$ cat src/common/prt_pkg.sv
// Package for the four-channel programmable reload timer block.
// Assumes a single 20 MHz system clock and a byte-wide register port.
package prt_pkg;
   localparam int          NUM_TMR   = 4;
   localparam int          ADDR_W    = 8;
   localparam logic [7:0]  RST_BYTE  = 8'h00;
   localparam logic [15:0] RST_WORD  = 16'h0000;
   localparam logic [15:0] ONE_WORD  = 16'h0001;
   localparam logic [7:0]  ADDR_LO [NUM_TMR] = '{8'h63, 8'h68, 8'h72, 8'h77};
   localparam logic [7:0]  ADDR_HI [NUM_TMR] = '{8'h64, 8'h69, 8'h73, 8'h78};
   localparam logic [7:0]  ADDR_CTL [NUM_TMR] = '{8'h60, 8'h65, 8'h6f, 8'h74};
   localparam logic [7:0]  ADDR_RLD_LO [NUM_TMR] = '{8'h61, 8'h66, 8'h70, 8'h75};
   localparam logic [7:0]  ADDR_IDENT [NUM_TMR] = '{8'h62, 8'h67, 8'h71, 8'h76};
   localparam logic [7:0]  ADDR_PIN_CFG  = 8'h7a;
   localparam logic [7:0]  ADDR_IRQ_STAT = 8'h7b;
   localparam logic [7:0]  ADDR_IRQ_EN   = 8'h7c;
   localparam logic [7:0]  ADDR_IRQ_CLR  = 8'h7d;
   // Control register fields.
   localparam int CTL_EN     = 0;
   localparam int CTL_CONT   = 1;
   localparam int CTL_CLKSEL = 2;
   localparam int CTL_IE     = 3;
   // Pin configuration fields.
   localparam int PIN_OUT0   = 0;
   localparam int PIN_ALT0   = 1;
   localparam int PIN_OUT2   = 2;
   localparam int PIN_ALT2   = 3;
   localparam int PIN_PWM3   = 4;
   localparam int IDENT_EOC  = 0;
   localparam int RTC_SYNC_STAGES = 2;

   typedef struct packed {
      logic [ADDR_W-1:0] addr;
      logic [7:0]        wdata;
      logic              wr;
      logic              rd;
   } prt_bus_t;
endpackage : prt_pkg

$ cat src/hdl/prt_top.sv
// Four reload timers with latched count readout, toggle outputs and interrupts.
// Assumes rtc_clk_in is asynchronous and bus strobes are single-cycle, synchronous.
//
// Design decision made here: the plain strobed port.
`timescale 1ns/100ps
module prt_top #(
   parameter int NUM_TMR = prt_pkg::NUM_TMR
) (
   input  wire logic          clk_sys,
   input  wire logic          rst_b,
   input  wire prt_pkg::prt_bus_t bus,
   input  wire logic          rtc_clk_in,
   output logic [7:0]         rdata,
   output logic               toggle_out_pin0,
   output logic               toggle_out_pin0_oe,
   output logic               toggle_out_pin2,
   output logic               toggle_out_pin2_oe,
   output logic               irq,
   output logic               timer_irq_n
);
   logic [2:0]         rtc_sync_q;
   logic               rtc_tick;
   logic [7:0]         ctl_q   [NUM_TMR];
   logic [15:0]        reload_q[NUM_TMR];
   logic [15:0]        count_q [NUM_TMR];
   logic [7:0]         hold_q  [NUM_TMR];
   logic [NUM_TMR-1:0] ident_q;
   logic [NUM_TMR-1:0] toggle_out_pin_q;
   logic [NUM_TMR-1:0] eoc;
   logic [NUM_TMR-1:0] stat_q;
   logic [NUM_TMR-1:0] en_q;
   logic [7:0]         pin_cfg_q;
   logic [7:0]         rdata_d;

   // Two flops before the edge detector; the first flop is read by nothing else.
   always_ff @(posedge clk_sys or negedge rst_b) begin
      if (!rst_b) begin
         rtc_sync_q <= 3'h0;
      end else begin
         rtc_sync_q <= {rtc_sync_q[1:0], rtc_clk_in};
      end
   end
   assign rtc_tick = rtc_sync_q[1] & ~rtc_sync_q[2];

   genvar g;
   generate
      for (g = 0; g < NUM_TMR; g++) begin : g_tmr
         logic tick;
         logic hit_lo, hit_hi, hit_ctl, hit_rld, hit_id;
         assign hit_lo  = bus.addr == prt_pkg::ADDR_LO[g];
         assign hit_hi  = bus.addr == prt_pkg::ADDR_HI[g];
         assign hit_ctl = bus.addr == prt_pkg::ADDR_CTL[g];
         assign hit_rld = bus.addr == prt_pkg::ADDR_RLD_LO[g];
         assign hit_id  = bus.addr == prt_pkg::ADDR_IDENT[g];
         assign tick = ctl_q[g][prt_pkg::CTL_CLKSEL] ? rtc_tick : 1'b1;
         assign eoc[g] = ctl_q[g][prt_pkg::CTL_EN] & tick & (count_q[g] == prt_pkg::ONE_WORD);

         always_ff @(posedge clk_sys or negedge rst_b) begin
            if (!rst_b) begin
               ctl_q[g] <= prt_pkg::RST_BYTE;
            end else if (bus.wr && hit_ctl) begin
               ctl_q[g] <= bus.wdata;
            end else if (eoc[g] && !ctl_q[g][prt_pkg::CTL_CONT]) begin
               ctl_q[g][prt_pkg::CTL_EN] <= 1'b0;
            end
         end

         // Reload high shares the count-high address: writes land here, reads see the count.
         always_ff @(posedge clk_sys or negedge rst_b) begin
            if (!rst_b) begin
               reload_q[g] <= prt_pkg::RST_WORD;
            end else if (bus.wr && hit_rld) begin
               reload_q[g][7:0] <= bus.wdata;
            end else if (bus.wr && hit_hi) begin
               reload_q[g][15:8] <= bus.wdata;
            end
         end

         // Count reads touch only the holding byte, so counting never stalls.
         always_ff @(posedge clk_sys or negedge rst_b) begin
            if (!rst_b) begin
               count_q[g] <= prt_pkg::RST_WORD;
            end else if (bus.wr && hit_ctl && bus.wdata[prt_pkg::CTL_EN]) begin
               count_q[g] <= reload_q[g];
            end else if (ctl_q[g][prt_pkg::CTL_EN] && tick) begin
               count_q[g] <= eoc[g] ? reload_q[g] : count_q[g] - prt_pkg::ONE_WORD;
            end
         end

         always_ff @(posedge clk_sys or negedge rst_b) begin
            if (!rst_b) begin
               hold_q[g] <= prt_pkg::RST_BYTE;
            end else if (bus.rd && hit_lo) begin
               hold_q[g] <= count_q[g][15:8];
            end
         end

         always_ff @(posedge clk_sys or negedge rst_b) begin
            if (!rst_b) begin
               toggle_out_pin_q[g] <= 1'b0;
            end else if (eoc[g]) begin
               toggle_out_pin_q[g] <= ~toggle_out_pin_q[g];
            end
         end

         // A new end of count with CTL_IE set wins over the clearing read.
         always_ff @(posedge clk_sys or negedge rst_b) begin
            if (!rst_b) begin
               ident_q[g] <= 1'b0;
            end else if (eoc[g] && ctl_q[g][prt_pkg::CTL_IE]) begin
               ident_q[g] <= 1'b1;
            end else if (bus.rd && hit_id) begin
               ident_q[g] <= 1'b0;
            end
         end

         always_ff @(posedge clk_sys or negedge rst_b) begin
            if (!rst_b) begin
               stat_q[g] <= 1'b0;
            end else if (eoc[g]) begin
               stat_q[g] <= 1'b1;
            end else if (bus.wr && bus.addr == prt_pkg::ADDR_IRQ_CLR && bus.wdata[g]) begin
               stat_q[g] <= 1'b0;
            end
         end
      end
   endgenerate

   always_ff @(posedge clk_sys or negedge rst_b) begin
      if (!rst_b) begin
         pin_cfg_q <= prt_pkg::RST_BYTE;
         en_q      <= '0;
      end else if (bus.wr && bus.addr == prt_pkg::ADDR_PIN_CFG) begin
         pin_cfg_q <= bus.wdata;
      end else if (bus.wr && bus.addr == prt_pkg::ADDR_IRQ_EN) begin
         en_q <= bus.wdata[NUM_TMR-1:0];
      end
   end

   always_comb begin
      rdata_d = prt_pkg::RST_BYTE;
      for (int i = 0; i < NUM_TMR; i++) begin
         if (bus.addr == prt_pkg::ADDR_LO[i]) rdata_d = count_q[i][7:0];
         if (bus.addr == prt_pkg::ADDR_HI[i]) rdata_d = hold_q[i];
         if (bus.addr == prt_pkg::ADDR_CTL[i]) rdata_d = ctl_q[i];
         if (bus.addr == prt_pkg::ADDR_RLD_LO[i]) rdata_d = reload_q[i][7:0];
         if (bus.addr == prt_pkg::ADDR_IDENT[i]) rdata_d = {7'h00, ident_q[i]};
      end
      if (bus.addr == prt_pkg::ADDR_PIN_CFG) rdata_d = pin_cfg_q;
      if (bus.addr == prt_pkg::ADDR_IRQ_STAT) rdata_d = {4'h0, stat_q};
      if (bus.addr == prt_pkg::ADDR_IRQ_EN) rdata_d = {4'h0, en_q};
   end

   always_ff @(posedge clk_sys or negedge rst_b) begin
      if (!rst_b) begin
         rdata <= prt_pkg::RST_BYTE;
      end else if (bus.rd) begin
         rdata <= rdata_d;
      end else begin
         rdata <= prt_pkg::RST_BYTE;
      end
   end

   // Timer 3 toggle logic runs but owns no pin; its pad belongs to the PWM complement.
   always_ff @(posedge clk_sys or negedge rst_b) begin
      if (!rst_b) begin
         toggle_out_pin0    <= 1'b0;
         toggle_out_pin0_oe <= 1'b0;
         toggle_out_pin2    <= 1'b0;
         toggle_out_pin2_oe <= 1'b0;
         irq                <= 1'b0;
         timer_irq_n        <= 1'b1;
      end else begin
         toggle_out_pin0    <= toggle_out_pin_q[0];
         toggle_out_pin0_oe <= pin_cfg_q[prt_pkg::PIN_OUT0] & pin_cfg_q[prt_pkg::PIN_ALT0];
         toggle_out_pin2    <= toggle_out_pin_q[2];
         toggle_out_pin2_oe <= pin_cfg_q[prt_pkg::PIN_OUT2] & pin_cfg_q[prt_pkg::PIN_ALT2]
                               & ~pin_cfg_q[prt_pkg::PIN_PWM3];
         irq                <= |(stat_q & en_q);
         timer_irq_n        <= ~|ident_q;
      end
   end

   toggle_out_pin_start_a: assert property (@(posedge clk_sys) disable iff (!rst_b)
      $rose(rst_b) |-> toggle_out_pin_q == '0) else $error("toggle not zero after reset");
   toggle_out_pin_flip_a: assert property (@(posedge clk_sys) disable iff (!rst_b)
      eoc[0] |=> toggle_out_pin_q[0] != $past(toggle_out_pin_q[0])) else $error("toggle missed");
   toggle_out_pin_hold_a: assert property (@(posedge clk_sys) disable iff (!rst_b)
      !eoc[1] |=> toggle_out_pin_q[1] == $past(toggle_out_pin_q[1])) else $error("toggle spurious");
   ident_clr_a: assert property (@(posedge clk_sys) disable iff (!rst_b)
      bus.rd && bus.addr == prt_pkg::ADDR_IDENT[0] && !eoc[0] |=> !ident_q[0])
      else $error("ident not cleared");
   hold_cap_a: assert property (@(posedge clk_sys) disable iff (!rst_b)
      bus.rd && bus.addr == prt_pkg::ADDR_LO[1] |=> hold_q[1] == $past(count_q[1][15:8]))
      else $error("high byte not latched");
   hi_read_a: assert property (@(posedge clk_sys) disable iff (!rst_b)
      bus.rd && bus.addr == prt_pkg::ADDR_HI[0] |=> rdata == $past(hold_q[0]))
      else $error("high read wrong");
   lo_read_a: assert property (@(posedge clk_sys) disable iff (!rst_b)
      bus.rd && bus.addr == prt_pkg::ADDR_LO[2] |=> rdata == $past(count_q[2][7:0]))
      else $error("low read wrong");
   run_free_a: assert property (@(posedge clk_sys) disable iff (!rst_b)
      ctl_q[0][prt_pkg::CTL_EN] && !ctl_q[0][prt_pkg::CTL_CLKSEL] && count_q[0] > prt_pkg::ONE_WORD
      && !bus.wr |=> count_q[0] == $past(count_q[0]) - prt_pkg::ONE_WORD)
      else $error("count disturbed");
   pwm_pin_a: assert property (@(posedge clk_sys) disable iff (!rst_b)
      pin_cfg_q[prt_pkg::PIN_PWM3] |=> !toggle_out_pin2_oe) else $error("pin not yielded");
   pin_cfg_a: assert property (@(posedge clk_sys) disable iff (!rst_b)
      !pin_cfg_q[prt_pkg::PIN_ALT0] |=> !toggle_out_pin0_oe) else $error("pin driven");
   rtc_sel_a: assert property (@(posedge clk_sys) disable iff (!rst_b)
      ctl_q[2][prt_pkg::CTL_CLKSEL] && !rtc_tick && !bus.wr |=> count_q[2] == $past(count_q[2]))
      else $error("rtc select ignored");
   rd_idle_a: assert property (@(posedge clk_sys) disable iff (!rst_b)
      !bus.rd |=> rdata == prt_pkg::RST_BYTE) else $error("read data outside slot");
   irq_level_a: assert property (@(posedge clk_sys) disable iff (!rst_b)
      1'b1 |=> irq == |($past(stat_q) & $past(en_q))) else $error("irq level wrong");
   eoc_c: cover property (@(posedge clk_sys) disable iff (!rst_b) eoc[0] ##[1:40] eoc[0]);
   read_pair_c: cover property (@(posedge clk_sys) disable iff (!rst_b)
      bus.rd && bus.addr == prt_pkg::ADDR_LO[0] ##1 bus.rd && bus.addr == prt_pkg::ADDR_HI[0]);
   irq_c: cover property (@(posedge clk_sys) disable iff (!rst_b) $rose(irq));
endmodule : prt_top

$ cat config.mk
export PLATFORM = sky130hd
export DESIGN_NAME = prt_top
export DESIGN_NICKNAME = d
export VERILOG_FILES = /design/src/common/prt_pkg.sv /design/src/hdl/prt_top.sv
export SDC_FILE = /design/constraint.sdc
export NUM_CORES = 1
export LEC_CHECK = 0
export BUFFER_PORTS_ARGS = -buffer_cell sky130_fd_sc_hd__buf_2
export CAP_MARGIN = 20
export CORE_UTILIZATION = 63
export CTS_CLUSTER_SIZE = 25
export DETAILED_ROUTE_END_ITERATION = 7
export PLACE_DENSITY = 0.8
export RECOVER_POWER = 50
export SETUP_SLACK_MARGIN = 0.3
export SLEW_MARGIN = 25
export SYNTH_ARGS = -nofsm -noshare
export SYNTH_HDL_FRONTEND = slang
export SYNTH_SLANG_ARGS = --single-unit
$ cat constraint.sdc
create_clock -name clk_sys -period 2.5 [get_ports clk_sys]
set_input_delay 0.25 -clock clk_sys [delete_from_list [all_inputs] [get_ports clk_sys]]
set_output_delay 0.25 -clock clk_sys [all_outputs]
set_load 0.05 [all_outputs]
# Word-level counts from Yosys, hierarchy flattened
# Index checks and enable logic that the tools add are counted.
# Widths: inputs -> output; s select.
dict set report totals {
  ff_bits 231
  inputBits 21
  word_cells 233
}
dict set report op_classes {
  addsub 4
  n_eq_ne 28
  muxes 64
  bitwise_logic 22
  reduce_logical 71
}
# cell n
set ops {}
lappend ops {{$eq 8x7->1 const B} 24}
lappend ops {{$mux 16} 12}
lappend ops {{$mux 8} 24}
lappend ops {{$eq 16x1->1 const B} 4}
lappend ops {{$sub 16x1->16 const B} 4}
lappend ops {{$logic_and 1x1->1} 43}
lappend ops {{$reduce_bool 2->1} 16}
lappend ops {{$mux 1} 28}
lappend ops {{$and 1x1->1} 12}
lappend ops {{$reduce_and 2->1} 5}
lappend ops {{$not 1->1} 9}
lappend ops {{$reduce_or 4->1} 2}
lappend ops {{$logic_not 1->1} 5}
lappend ops {{$and 4x4->4} 1}

# Logic depth before layout (Yosys ltp)
# Gate-level depths: netlist of the first run.
dict set report depth {
  depth_word 25
  ltp_mapped 10
  ltp_nobuf 8
}

# Worst setup path before layout of the first run
# Ideal clock, no wire load.
dict set report synth_timing {
  path_type {reg-to-reg}
  startpoint {reg count_q[34] (netlist bit)}
  endpoint {reg count_q[33] (netlist bit)}
  setup_ns 0.133
  arrival_time_ns 2.001
  t_required_ns 2.367
  slack_ns 0.366
  path_stages_with_launch 8
  n_path_buf 2
  period_less_slack_ns 2.134
  path_cell_list {dfrtp_1 > or3_1 > or4_1 > o21a_1 > buf_6 > buf_4 > o211ai_1 > o21ai_1}
}
dict set report synth_between {
  elab_chain_len 5
}
# item line
set synth_lines {}
lappend synth_lines {{start, declared} prt_top.sv:25} ;# logic [15:0] count_q [NUM_TMR];
lappend synth_lines {{start signal, assigned by index} prt_top.sv:82} ;# count_q[g] <= prt_pkg::RST_WORD;
lappend synth_lines {{start signal, assigned by index} prt_top.sv:84} ;# count_q[g] <= reload_q[g];
lappend synth_lines {{start signal, assigned by index} prt_top.sv:86} ;# count_q[g] <= eoc[g] ? reload_q[g] : count_q[g] - prt_pkg::ONE_WORD;
lappend synth_lines {{$eq 16x1->1} prt_top.sv:56} ;# assign eoc[g] = ctl_q[g][prt_pkg::CTL_EN] & tick & (count_q[g] == prt_pkg::ONE_WORD);
lappend synth_lines {{$and 1x1->1} prt_top.sv:56}
lappend synth_lines {{$mux 16} prt_top.sv:86}
lappend synth_lines {{$mux 16} prt_top.sv:85} ;# end else if (ctl_q[g][prt_pkg::CTL_EN] && tick) begin
lappend synth_lines {{$mux 16} prt_top.sv:83} ;# end else if (bus.wr && hit_ctl && bus.wdata[prt_pkg::CTL_EN]) begin
# No other way between the ends. The select of a mux whose other input is x is not followed.
# A chain may end at the register's enable or synchronous reset.

# Worst setup path in the final report of the first run
dict set report layout_timing {
  startpoint {reg count_q[45] (netlist bit)}
  endpoint {reg count_q[37] (netlist bit)}
}
# Same word-level chain as after synthesis.

==> results of run 1 <==
path summary, 6_finish.rpt:
check | cells past startpoint | endpoint
max | 7 | count_q[37]
min | 3 | ctl_q[18]
max reg2reg | 7 | count_q[37]
min reg2reg | 0 | rtc_sync_q[1]
max in group asynchronous | 3 | count_q[8]
min in group asynchronous | 2 | count_q[59]
sequential cells by signal, indices dropped and copies added, names as in the netlist:
signal / flops
rtc_sync_q: 3
reload_q: 64
ctl_q: 32
ident_q: 4
toggle_out_pin0_oe: 1
count_q: 64
toggle_out_pin2: 1
pin_cfg_q: 8
en_q: 4
irq: 1
hold_q: 32
toggle_out_pin_q: 2
timer_irq_n: 1
toggle_out_pin0: 1
rdata: 8
stat_q: 4
toggle_out_pin2_oe: 1
logic make-up after synthesis:
kind of cell               synth area share (%)
buffers and inverters                     4.214
and+or+nand+nor                           16.42
DFF                                       45.93
AOI/OAI and AO/OA                         21.00
adders and majority gates                0.7951
muxes                                     11.44
xor gates and xnor gates                 0.2087
final cells by class:
class,count,area [um^2]
multi-input combinational,968,6500
sequential,231,5788
fill,1406,4890
timing repair buffer,150,1114
clock buffer,34,719.4
tap,265,331.6
inverter,31,116.4
clock inverter,8,67.56
per-stage QoR:
step | total power (uW) | hold WS (ns) | setup slack [ns] | util (%) | instance area (um^2)
floorplan | 6345 | -0.04559 | 0.3662 | - | 12590
global placement | 7288 | 0.2577 | 0.01824 | 69.06 | 13490
detailed placement | 7375 | 0.2582 | 0.04092 | 69.06 | 13490
CTS | 11050 | 0.06162 | 0.3006 | 73.84 | 14420
global route | 11840 | 0.07771 | 0.2116 | 74.96 | 14640
finish | 11380 | 0.05645 | 0.2588 | 74.96 | 14640
where the power goes:
part           switching, uW  internal (uW)  leakage, uW  total [uW]
Clock                   1520           2090     0.000393        3620
Sequential               771           4270      0.00304        5040
Combinational           1580           1140      0.00310        2730
Total                   3870           7510      0.00653       11400
repair_timing:
item / 4_1_cts / 5_1_grt
setup buffers: 5 / 10
endpoints found under the setup margin: 55 / 60
pin swaps: 2 / 16
resized for setup: 16 / 54
cloned: 0 / 1
endpoints found under the hold margin: 68 / 0
hold buffers: 2 / 0
per-layer routing:
layer | vias up | part of all wire, %
met4 | 2 | 5.6
met5 | - | 0.033
met1 | 5743 | 40
li1 | 5046 | -
met3 | 177 | 9.5
met2 | 696 | 45
critical path: cells and delay by family (launching register included):
family | cells | cell delay [ns]
compound gates | 3 | 0.52
buf+inv | 1 | 0.15
flops | 1 | 0.43
simple gates | 3 | 1.07
placed cells by master, fill, tap and decap left out, types with 7 or more instances in the layout:
cell type and count:
clkbuf_16 25, o21ai_1 17, nand3_1 30, ha_1 8, buf_6 7, o31ai_1 8, buf_4 97, nor2_1 90
a2bb2oi_1 11, mux2i_1 10, o22ai_1 10, a21oi_1 94, nor3_2 7, a21o_1 7, nand2_1 105, o2bb2ai_1 11
o21ai_0 136, nand4_1 8, nor2b_1 13, a22o_1 10, nor3_1 43, a21oi_2 9, a22oi_1 20, a31oi_1 9
o211ai_1 7, nor3b_1 8, buf_2 33, o21a_1 8, dfrtp_1 225, nand2b_1 14, inv_1 29, nor4_1 17
mux2_2 119
==> results.md, run 1 <==
- DR vias/cell: approximately 6.9
- Detail-routed net length per standard cell: roughly 25 um
- Syn Inst Count: 1,322
- Flop and latch count out of synthesis: between 200 and 250
- Tcrit/Tclk final: approximately 90%
- Layout net count: between 1k and 1.5k
- Seq/Total Area, Yosys: 45.93%
- Worst-skew pair later-pin latency: ~0.54 ns
- ANT cells: 0
- Rows: between 50 and 60
- Die Width: around 140 um
- Final WL: 42,550 um
- Slew @ Worst Pin: between 1 and 1.5 ns
- Crit Path Max Fanout: 10
- Met2 GRT Util: between 60% and 70%
- GRT overflow: 0
- Final cell count without fillers: about 1.7k
- Die height: about 140 um
- Vias in the first global route: between 10k and 15k
- Req. time, crit path: between 2 and 3 ns
- Crit path from: count_q[45]
- HPWL Detailed: slightly below 30,000 um
- Worst-path cell chain: or3_4 > or4_4 > o21a_4 > buf_6 > nand4_1 > o21ai_1 > a21oi_2
- Max Clk Rate: roughly 450 MHz
- Initial Util: 64.48%
- Setup CP Type: reg -> reg
- Area Growth Syn to Fin: 16.26%
- Reg2Reg Setup Slack: roughly 0.26 ns
- Ranking of synthesized cells by area: dfrtp_1 46%, mux2_2 11%, o21ai_0 5.7%, a21oi_1 4.0%, nand2_1 3.2%
- Die area: ~0.021 mm^2
- Post-route ant nets: 0
- Post-synthesis cell type count: slightly below 90
- Met1 Use GR: between 50% and 60%
- Via count: ~12k
- Critical Path Max Stage Delay: between 0.5 and 0.6 ns
- Synthesized area per cell: around 9.5 um^2
- Post-synth top area share: a little under half
- Cell Area, Synth: 0.01259 mm^2
- Final setup viols: 0
- Number of synthesized flops with an enable pin: 0
- CP endpoint kind: flip-flop
- Met3 usage: 6.031%
- Result of the run: completed
- H-Tree Depth: 1
- Fin. Hold Viols: 0
- Minimum clock period: 2.241 ns
- Critical-path top delay cell: or4_4
- Hold WC Path Type: in -> reg
- Drt first-iter violations: ~1.5k
- Worst-path clk slew: 0.07 ns
- Pre-Repair DR Iteration Count: 5
- Min-delay src: bus[4]
- Cell taking the most area after synthesis: dfrtp_1
- Clk Tree Root Cell: clkbuf_16
- Pins over their slew limit: 0
- Pwr dens: about 800 mW/mm^2
- Clk_skew: roughly 0.024 ns
- RePlAce Congestion: 1.095
- Pin count of the biggest net entering global routing: 75
- Most numerous cell in the Yosys netlist: dfrtp_1
- Peak supply drop: ~0.69 mV
- R2R Path Start: count_q[45]
- Setup_tns: 0 ns
- Crit path DAT: 2.71 ns
- Grt peak-use layer: met2
- Ys flop type: dfrtp_1
- IO Count: 35
- Startpoint types: flip-flop
- PortBufs: 34
- CTS tree: done
- Ys Warns: 0
- Syn_nets: 1,351
- Layout cell share with drive strength beyond 1: between 20% and 30%
- Initial antenna violation count: 1
- Placed cell count: between 1.5k and 2k
- Clock sinks: 231
- DRC violations left: 0
- RSZ-0062 raised after global routing: yes
- Slew HR: 26.24%
- First-pass GRT wire length: roughly 65,000 um
- Leakage: between 0.006 and 0.007 uW
- Synth top cells by count: 230 x dfrtp_1, 143 x o21ai_0, 119 x mux2_2
- Area of the core: 0.01953 mm^2
- Num CTS Buffers: 24
- GRT Total Usage: a little over two fifths
- Async set-reset flop share out of synthesis: between 90% and 100%
- Clock buffer depth: 3
- Maxcap violations: 0
Note: power is estimated with default switching activity, not from simulation.
==> inputs of run 2 (changes only) <==
Settings changed: CORE_UTILIZATION 63 to 57, PLACE_DENSITY 0.8 to 0.77.
Clock period 2.5 ns to 2.03 ns, I/O delays scaled along.
==> results.md, run 2 (synthesized netlist as in run 1, its figures left out) <==
- Slew HR: -13.80%
- Result of the run: complete, but fails checks
- Maxcap violations: 1
- Drt first-iter violations: 1,471
- Die area: roughly 0.023 mm^2
- Vias in the first global route: 12.32k
- Num CTS Buffers: 25
- DR vias/cell: 6.672
- Peak supply drop: a little under 0.8 mV
- First-pass GRT wire length: between 70,000 and 80,000 um
- RePlAce Congestion: 1.062
- Setup ws final: -0.2295 ns
- Final Util: about four fifths
- Leakage: ~0.008 uW
- Worst-skew pair later-pin latency: about 0.55 ns
- Req. time, crit path: 2.47 ns
- Die height: around 150 um
- Initial antenna violation count: 0
- Pin count of the biggest net entering global routing: 64
- Register Area: about 0.0058 mm^2
- GRT Total Usage: 42.19%
- Startpoint types: flip-flop
- Clk Tree Root Cell: clkbuf_16
- Max Clk Rate: ~440 MHz
- Layout net count: 1,657
- Crit path DAT: roughly 2.7 ns
- Die Width: 150.6 um
- Final hold slack: just over 0.05 ns
- Fin. Hold Viols: 0
- RSZ-0062 raised after global routing: yes
- Crit Path Max Fanout: 6
- Worst-path clk slew: approximately 0.06 ns
- Rows: between 50 and 60
- HPWL Detailed: about 32,000 um
- Area Growth Syn to Fin: 40.77%
- Clock buffer depth: 3
- PortBufs: 34
- Area after DPL: between 0.015 and 0.02 mm^2
- GRT overflow: 0
- # fillers: 1,298
- Pwr dens: 947.1 mW/mm^2
- Setup CP Type: reg -> reg
- Tcrit/Tclk final: 111.3%
- Post-route ant nets: 0
- Hold WC Path Type: in -> reg
- Final setup viols: 33
- Area occupied by multi-input gates: approximately 0.0075 mm^2
- CTS tree: done
- IO Count: 35
- Pins over their slew limit: 63
- Clk_skew: 0.02542 ns
- Regs by FF count: count_q (64), reload_q (64)
- Pre-Repair DR Iteration Count: 6
- Detail-routed net length per standard cell: around 26 um
- Via count: around 13k
- Most common cell after layout, fill and taps aside: buf_4
- Most frequent cells in the layout: 258 x buf_4, 229 x dfrtp_1, 117 x mux2_2
- Finished Cell Area: roughly 0.018 mm^2
- Area of the core: between 0.02 and 0.025 mm^2
- Final WL: 49,450 um
- Initial Util: 57.87%
- Failing checks: capacitance limit, slew limit, setup timing
- Clock sinks: between 200 and 250
- Minimum clock period: about 2.3 ns
- H-Tree Depth: 1
- CP endpoint kind: flip-flop
- Slew @ Worst Pin: approximately 1.7 ns
- DRC violations left: 0
- Layout cell share with drive strength beyond 1: between 40% and 50%
run 2: changes by cell type in the layout (fill, tap and decap cells not counted), moves of 11 or more:
| cell | before | now |
|---|---|---|
| buf_4 | 97 | 258 |
| buf_6 | 7 | 51 |
| a21oi_1 | 94 | 66 |
| a21oi_2 | 9 | 35 |
| nor2_1 | 90 | 74 |
| o21ai_0 | 136 | 87 |
| o21ai_1 | 17 | 53 |
| o21ai_2 | 3 | 14 |
| nor3_1 | 43 | 28 |
run 2: timing repair:
item                       in CTS  in global routing
resized for setup             142                132
cloned                          4                  3
setup endpoints to repair      76                 83
hold buffers                    2                  0
pin swaps                      69                 81
buffers inserted               38                 12
hold endpoints to repair       58                  0
run 2: final cells by class:
| cell class | instances | area share (%) |
|---|---|---|
| Timing Repair Buffer | 367 | 17.45 |
| Tap cell | 280 | 1.977 |
| Inverter | 31 | 0.6707 |
| Clock inverter | 11 | 1.066 |
| Antenna cell | 2 | 0.02824 |
| Multi-Input combinational cell | 972 | 42.06 |
| Sequential cell | 231 | 32.63 |
| Clock buffer | 34 | 4.116 |
run 2: per-layer routing:
metal / wire length (um) / track usage, %
met1: 18950 / 55.29
met2: 23030 / 67.90
met3: 4507 / 7.606
met4: 2956 / 19.65
met5: 0 / 0
run 2: critical path, cell delays in order, from the launching register on:
cell     delay [ns]
dfrtp_1        0.38
or3_4          0.41
or4_4          0.58
o21a_4         0.29
buf_6          0.16
o21ai_1        0.09
a21oi_1        0.09
a21oi_1        0.17
run 2: final timing paths:
check / startpoint / end / cells past startpoint / slack [ns]
min in group asynchronous: rst_b / reload_q[56] / 2 / 0.66
worst max-delay path: count_q[35] / count_q[41] / 7 / -0.23
worst min register to register: rtc_sync_q[0] / rtc_sync_q[1] / 0 / 0.36
worst max register to register: count_q[35] / count_q[41] / 7 / -0.23
worst min-delay path: bus[5] / reload_q[27] / 2 / 0.05
max in group asynchronous: rst_b / ctl_q[29] / 3 / 0.27
run 2: stage by stage:
stage | std cells | setup WS (ns) | TNS [ns] | total power [uW]
2_1_floorplan | 1322 | -0.06620 | -0.7415 | 8030
3_3_place_gp | 1822 | -0.3000 | -6.239 | 10040
3_5_place_dp | 1822 | -0.2960 | -6.906 | 10170
4_1_cts | 1911 | -0.1154 | -2.394 | 15900
5_1_grt | 1926 | -0.2660 | -7.621 | 17370
6_report | 1928 | -0.2295 | -3.352 | 16780
run 2: power by group:
group          total [uW]  switching, uW  internal (uW)
sequential           5950            705           5250
clock                5100           1960           3140
combinational        5730           3110           2620
total               16800           5780          11000
==> inputs of run 3 (changes only) <==
Settings changed: SKIP_CTS_REPAIR_TIMING set to 1.
==> results.md, run 3 (synthesized netlist as in run 1, its figures left out) <==
- Tcrit/Tclk final: 109.0%
- Crit path DAT: roughly 2.6 ns
- Worst Reg-to-Reg Cells: 6
- Layout net count: between 1.5k and 2k
- Clk_skew: between 0.02 and 0.025 ns
- Detail-routed net length per standard cell: around 25 um
- Drt first-iter violations: 1,494
- Die height: ~150 um
- DR vias/cell: ~6.7
- Layout cell share with drive strength beyond 1: ~42%
- HPWL Detailed: about 32,000 um
- FF-to-FF End: count_q[32]
- Slew @ Worst Pin: ~1.7 ns
- IO Count: 35
- Area Growth Syn to Fin: 37.47%
- Setup CP Type: reg -> reg
- GRT Total Usage: about 40%
- Die area: roughly 0.023 mm^2
- Slew HR: -12.27%
- Hold EP: ctl_q[18]
- CP endpoint kind: flip-flop
- Pre-Repair DR Iteration Count: 7
- Failing checks: capacitance limit, slew limit, setup timing
- GRT overflow: 0
- Regs by FF count: count_q (64), reload_q (64)
- H-Tree Depth: 1
- Peak supply drop: 0.8319 mV
- Post-route ant nets: 0
- Min-delay src: bus[4]
- Result of the run: complete, but fails checks
- PortBufs: 34
- CTS tree: done
- Minimum clock period: around 2.2 ns
- R2R Path Start: count_q[39]
- Vias in the first global route: roughly 12k
- Initial Util: 57.87%
- Placed cell count: approximately 1.8k
- First-pass GRT wire length: just under 70,000 um
- RePlAce Congestion: around 1.1
- Setup_tns: -3.157 ns
- Initial antenna violation count: 0
- Most frequent cells in the layout: 255 x buf_4, 228 x dfrtp_1, 117 x mux2_2
- Num CTS Buffers: 25
- Final setup viols: 37
- Req. time, crit path: between 2 and 2.5 ns
- Crit Path Max Fanout: 4
- Clock sinks: roughly 230
- Maxcap violations: 1
- Worst hold stages: 3
- Clock buffer depth: 3
- Final Util: 79.55%
- Area of the core: approximately 0.022 mm^2
- Startpoint types: flip-flop
- Pin count of the biggest net entering global routing: 64
- Area after DPL: 0.01516 mm^2
- Hold WC Path Type: in -> reg
- Worst-path clk slew: ~0.070 ns
- Worst-skew pair later-pin latency: between 0.5 and 0.6 ns
- DRC violations left: 0
- Die Width: 150.6 um
- Pwr dens: ~950 mW/mm^2
- Final hold slack: ~0.052 ns
- Via count: between 10k and 15k
- Final cell count without fillers: approximately 1.9k
- Fin. Hold Viols: 0
- Setup ws final: -0.1818 ns
- Clk Tree Root Cell: clkbuf_16
- Rows: 54
- ANT cells: 0
- Final WL: ~48,000 um
- RSZ-0062 raised after global routing: yes
- Reg2Reg Setup Slack: -0.18 ns
- Pins over their slew limit: 63
- Finished Cell Area: 0.01731 mm^2
- Most common cell after layout, fill and taps aside: buf_4
- Leakage: between 0.007 and 0.008 uW
- Max Clk Rate: 452.1 MHz
==> run 3: cell count changes in the layout (fill, tap and decap cells not counted), moves of 4 or more <==
cell	before	now
a21oi_1	66	70
a21oi_2	35	31
buf_6	51	36
nand3_1	20	25
nand3_2	10	6
nor2_1	74	78
nor2_2	11	7
==> run 3: metal layers <==
metal	vias to the layer above	routed length, um	track usage (%)
met4	0	2795	17.00
met3	222	4558	6.303
met2	805	22150	63.25
li1	5465	-	-
met5	-	0	0
met1	6170	18470	54.38
==> run 3: layout make-up <==
class / count / area, um^2
multi-input cells: 972 / 7308
fillers: 1360 / 4449
clock buffers: 34 / 729.5
well taps: 280 / 350.3
clock inverters: 11 / 188.9
repair buffers: 344 / 2829
inverters: 31 / 116.4
flip-flops and latches: 231 / 5784
==> run 3: power breakdown <==
group	switching [uW]	internal, uW
Clock	1940	3140
Combinational	3030	2430
Sequential	662	5250
Total	5630	10800
==> run 3: worst max-delay path by stage <==
| stage | start | endpoint | slack (ns) | cells after the start |
|---|---|---|---|---|
| floorplan | count_q[27] | count_q[28] | -0.07 | 8 |
| global placement | bus[10] | rdata[0] | -0.30 | 9 |
| detailed placement | count_q[46] | count_q[41] | -0.30 | 7 |
| CTS | count_q[45] | count_q[41] | -0.33 | 7 |
| global route | count_q[1] | count_q[10] | -0.23 | 9 |
| finish | count_q[39] | count_q[32] | -0.18 | 6 |
==> run 3: worst max-delay path, stage by stage (launching register included) <==
cell,delay (ns)
dfrtp_1,0.38
or3_4,0.40
or4_4,0.57
o21ai_4,0.25
buf_4,0.16
nor3_1,0.05
a221o_1,0.28
==> run 3: through the flow <==
step / setup slack, ns / power (uW)
global route: -0.2341 / 17060
global placement: -0.3000 / 10040
detailed placement: -0.2960 / 10170
floorplan: -0.06620 / 8030
finish: -0.1818 / 16460
CTS: -0.3315 / 15250
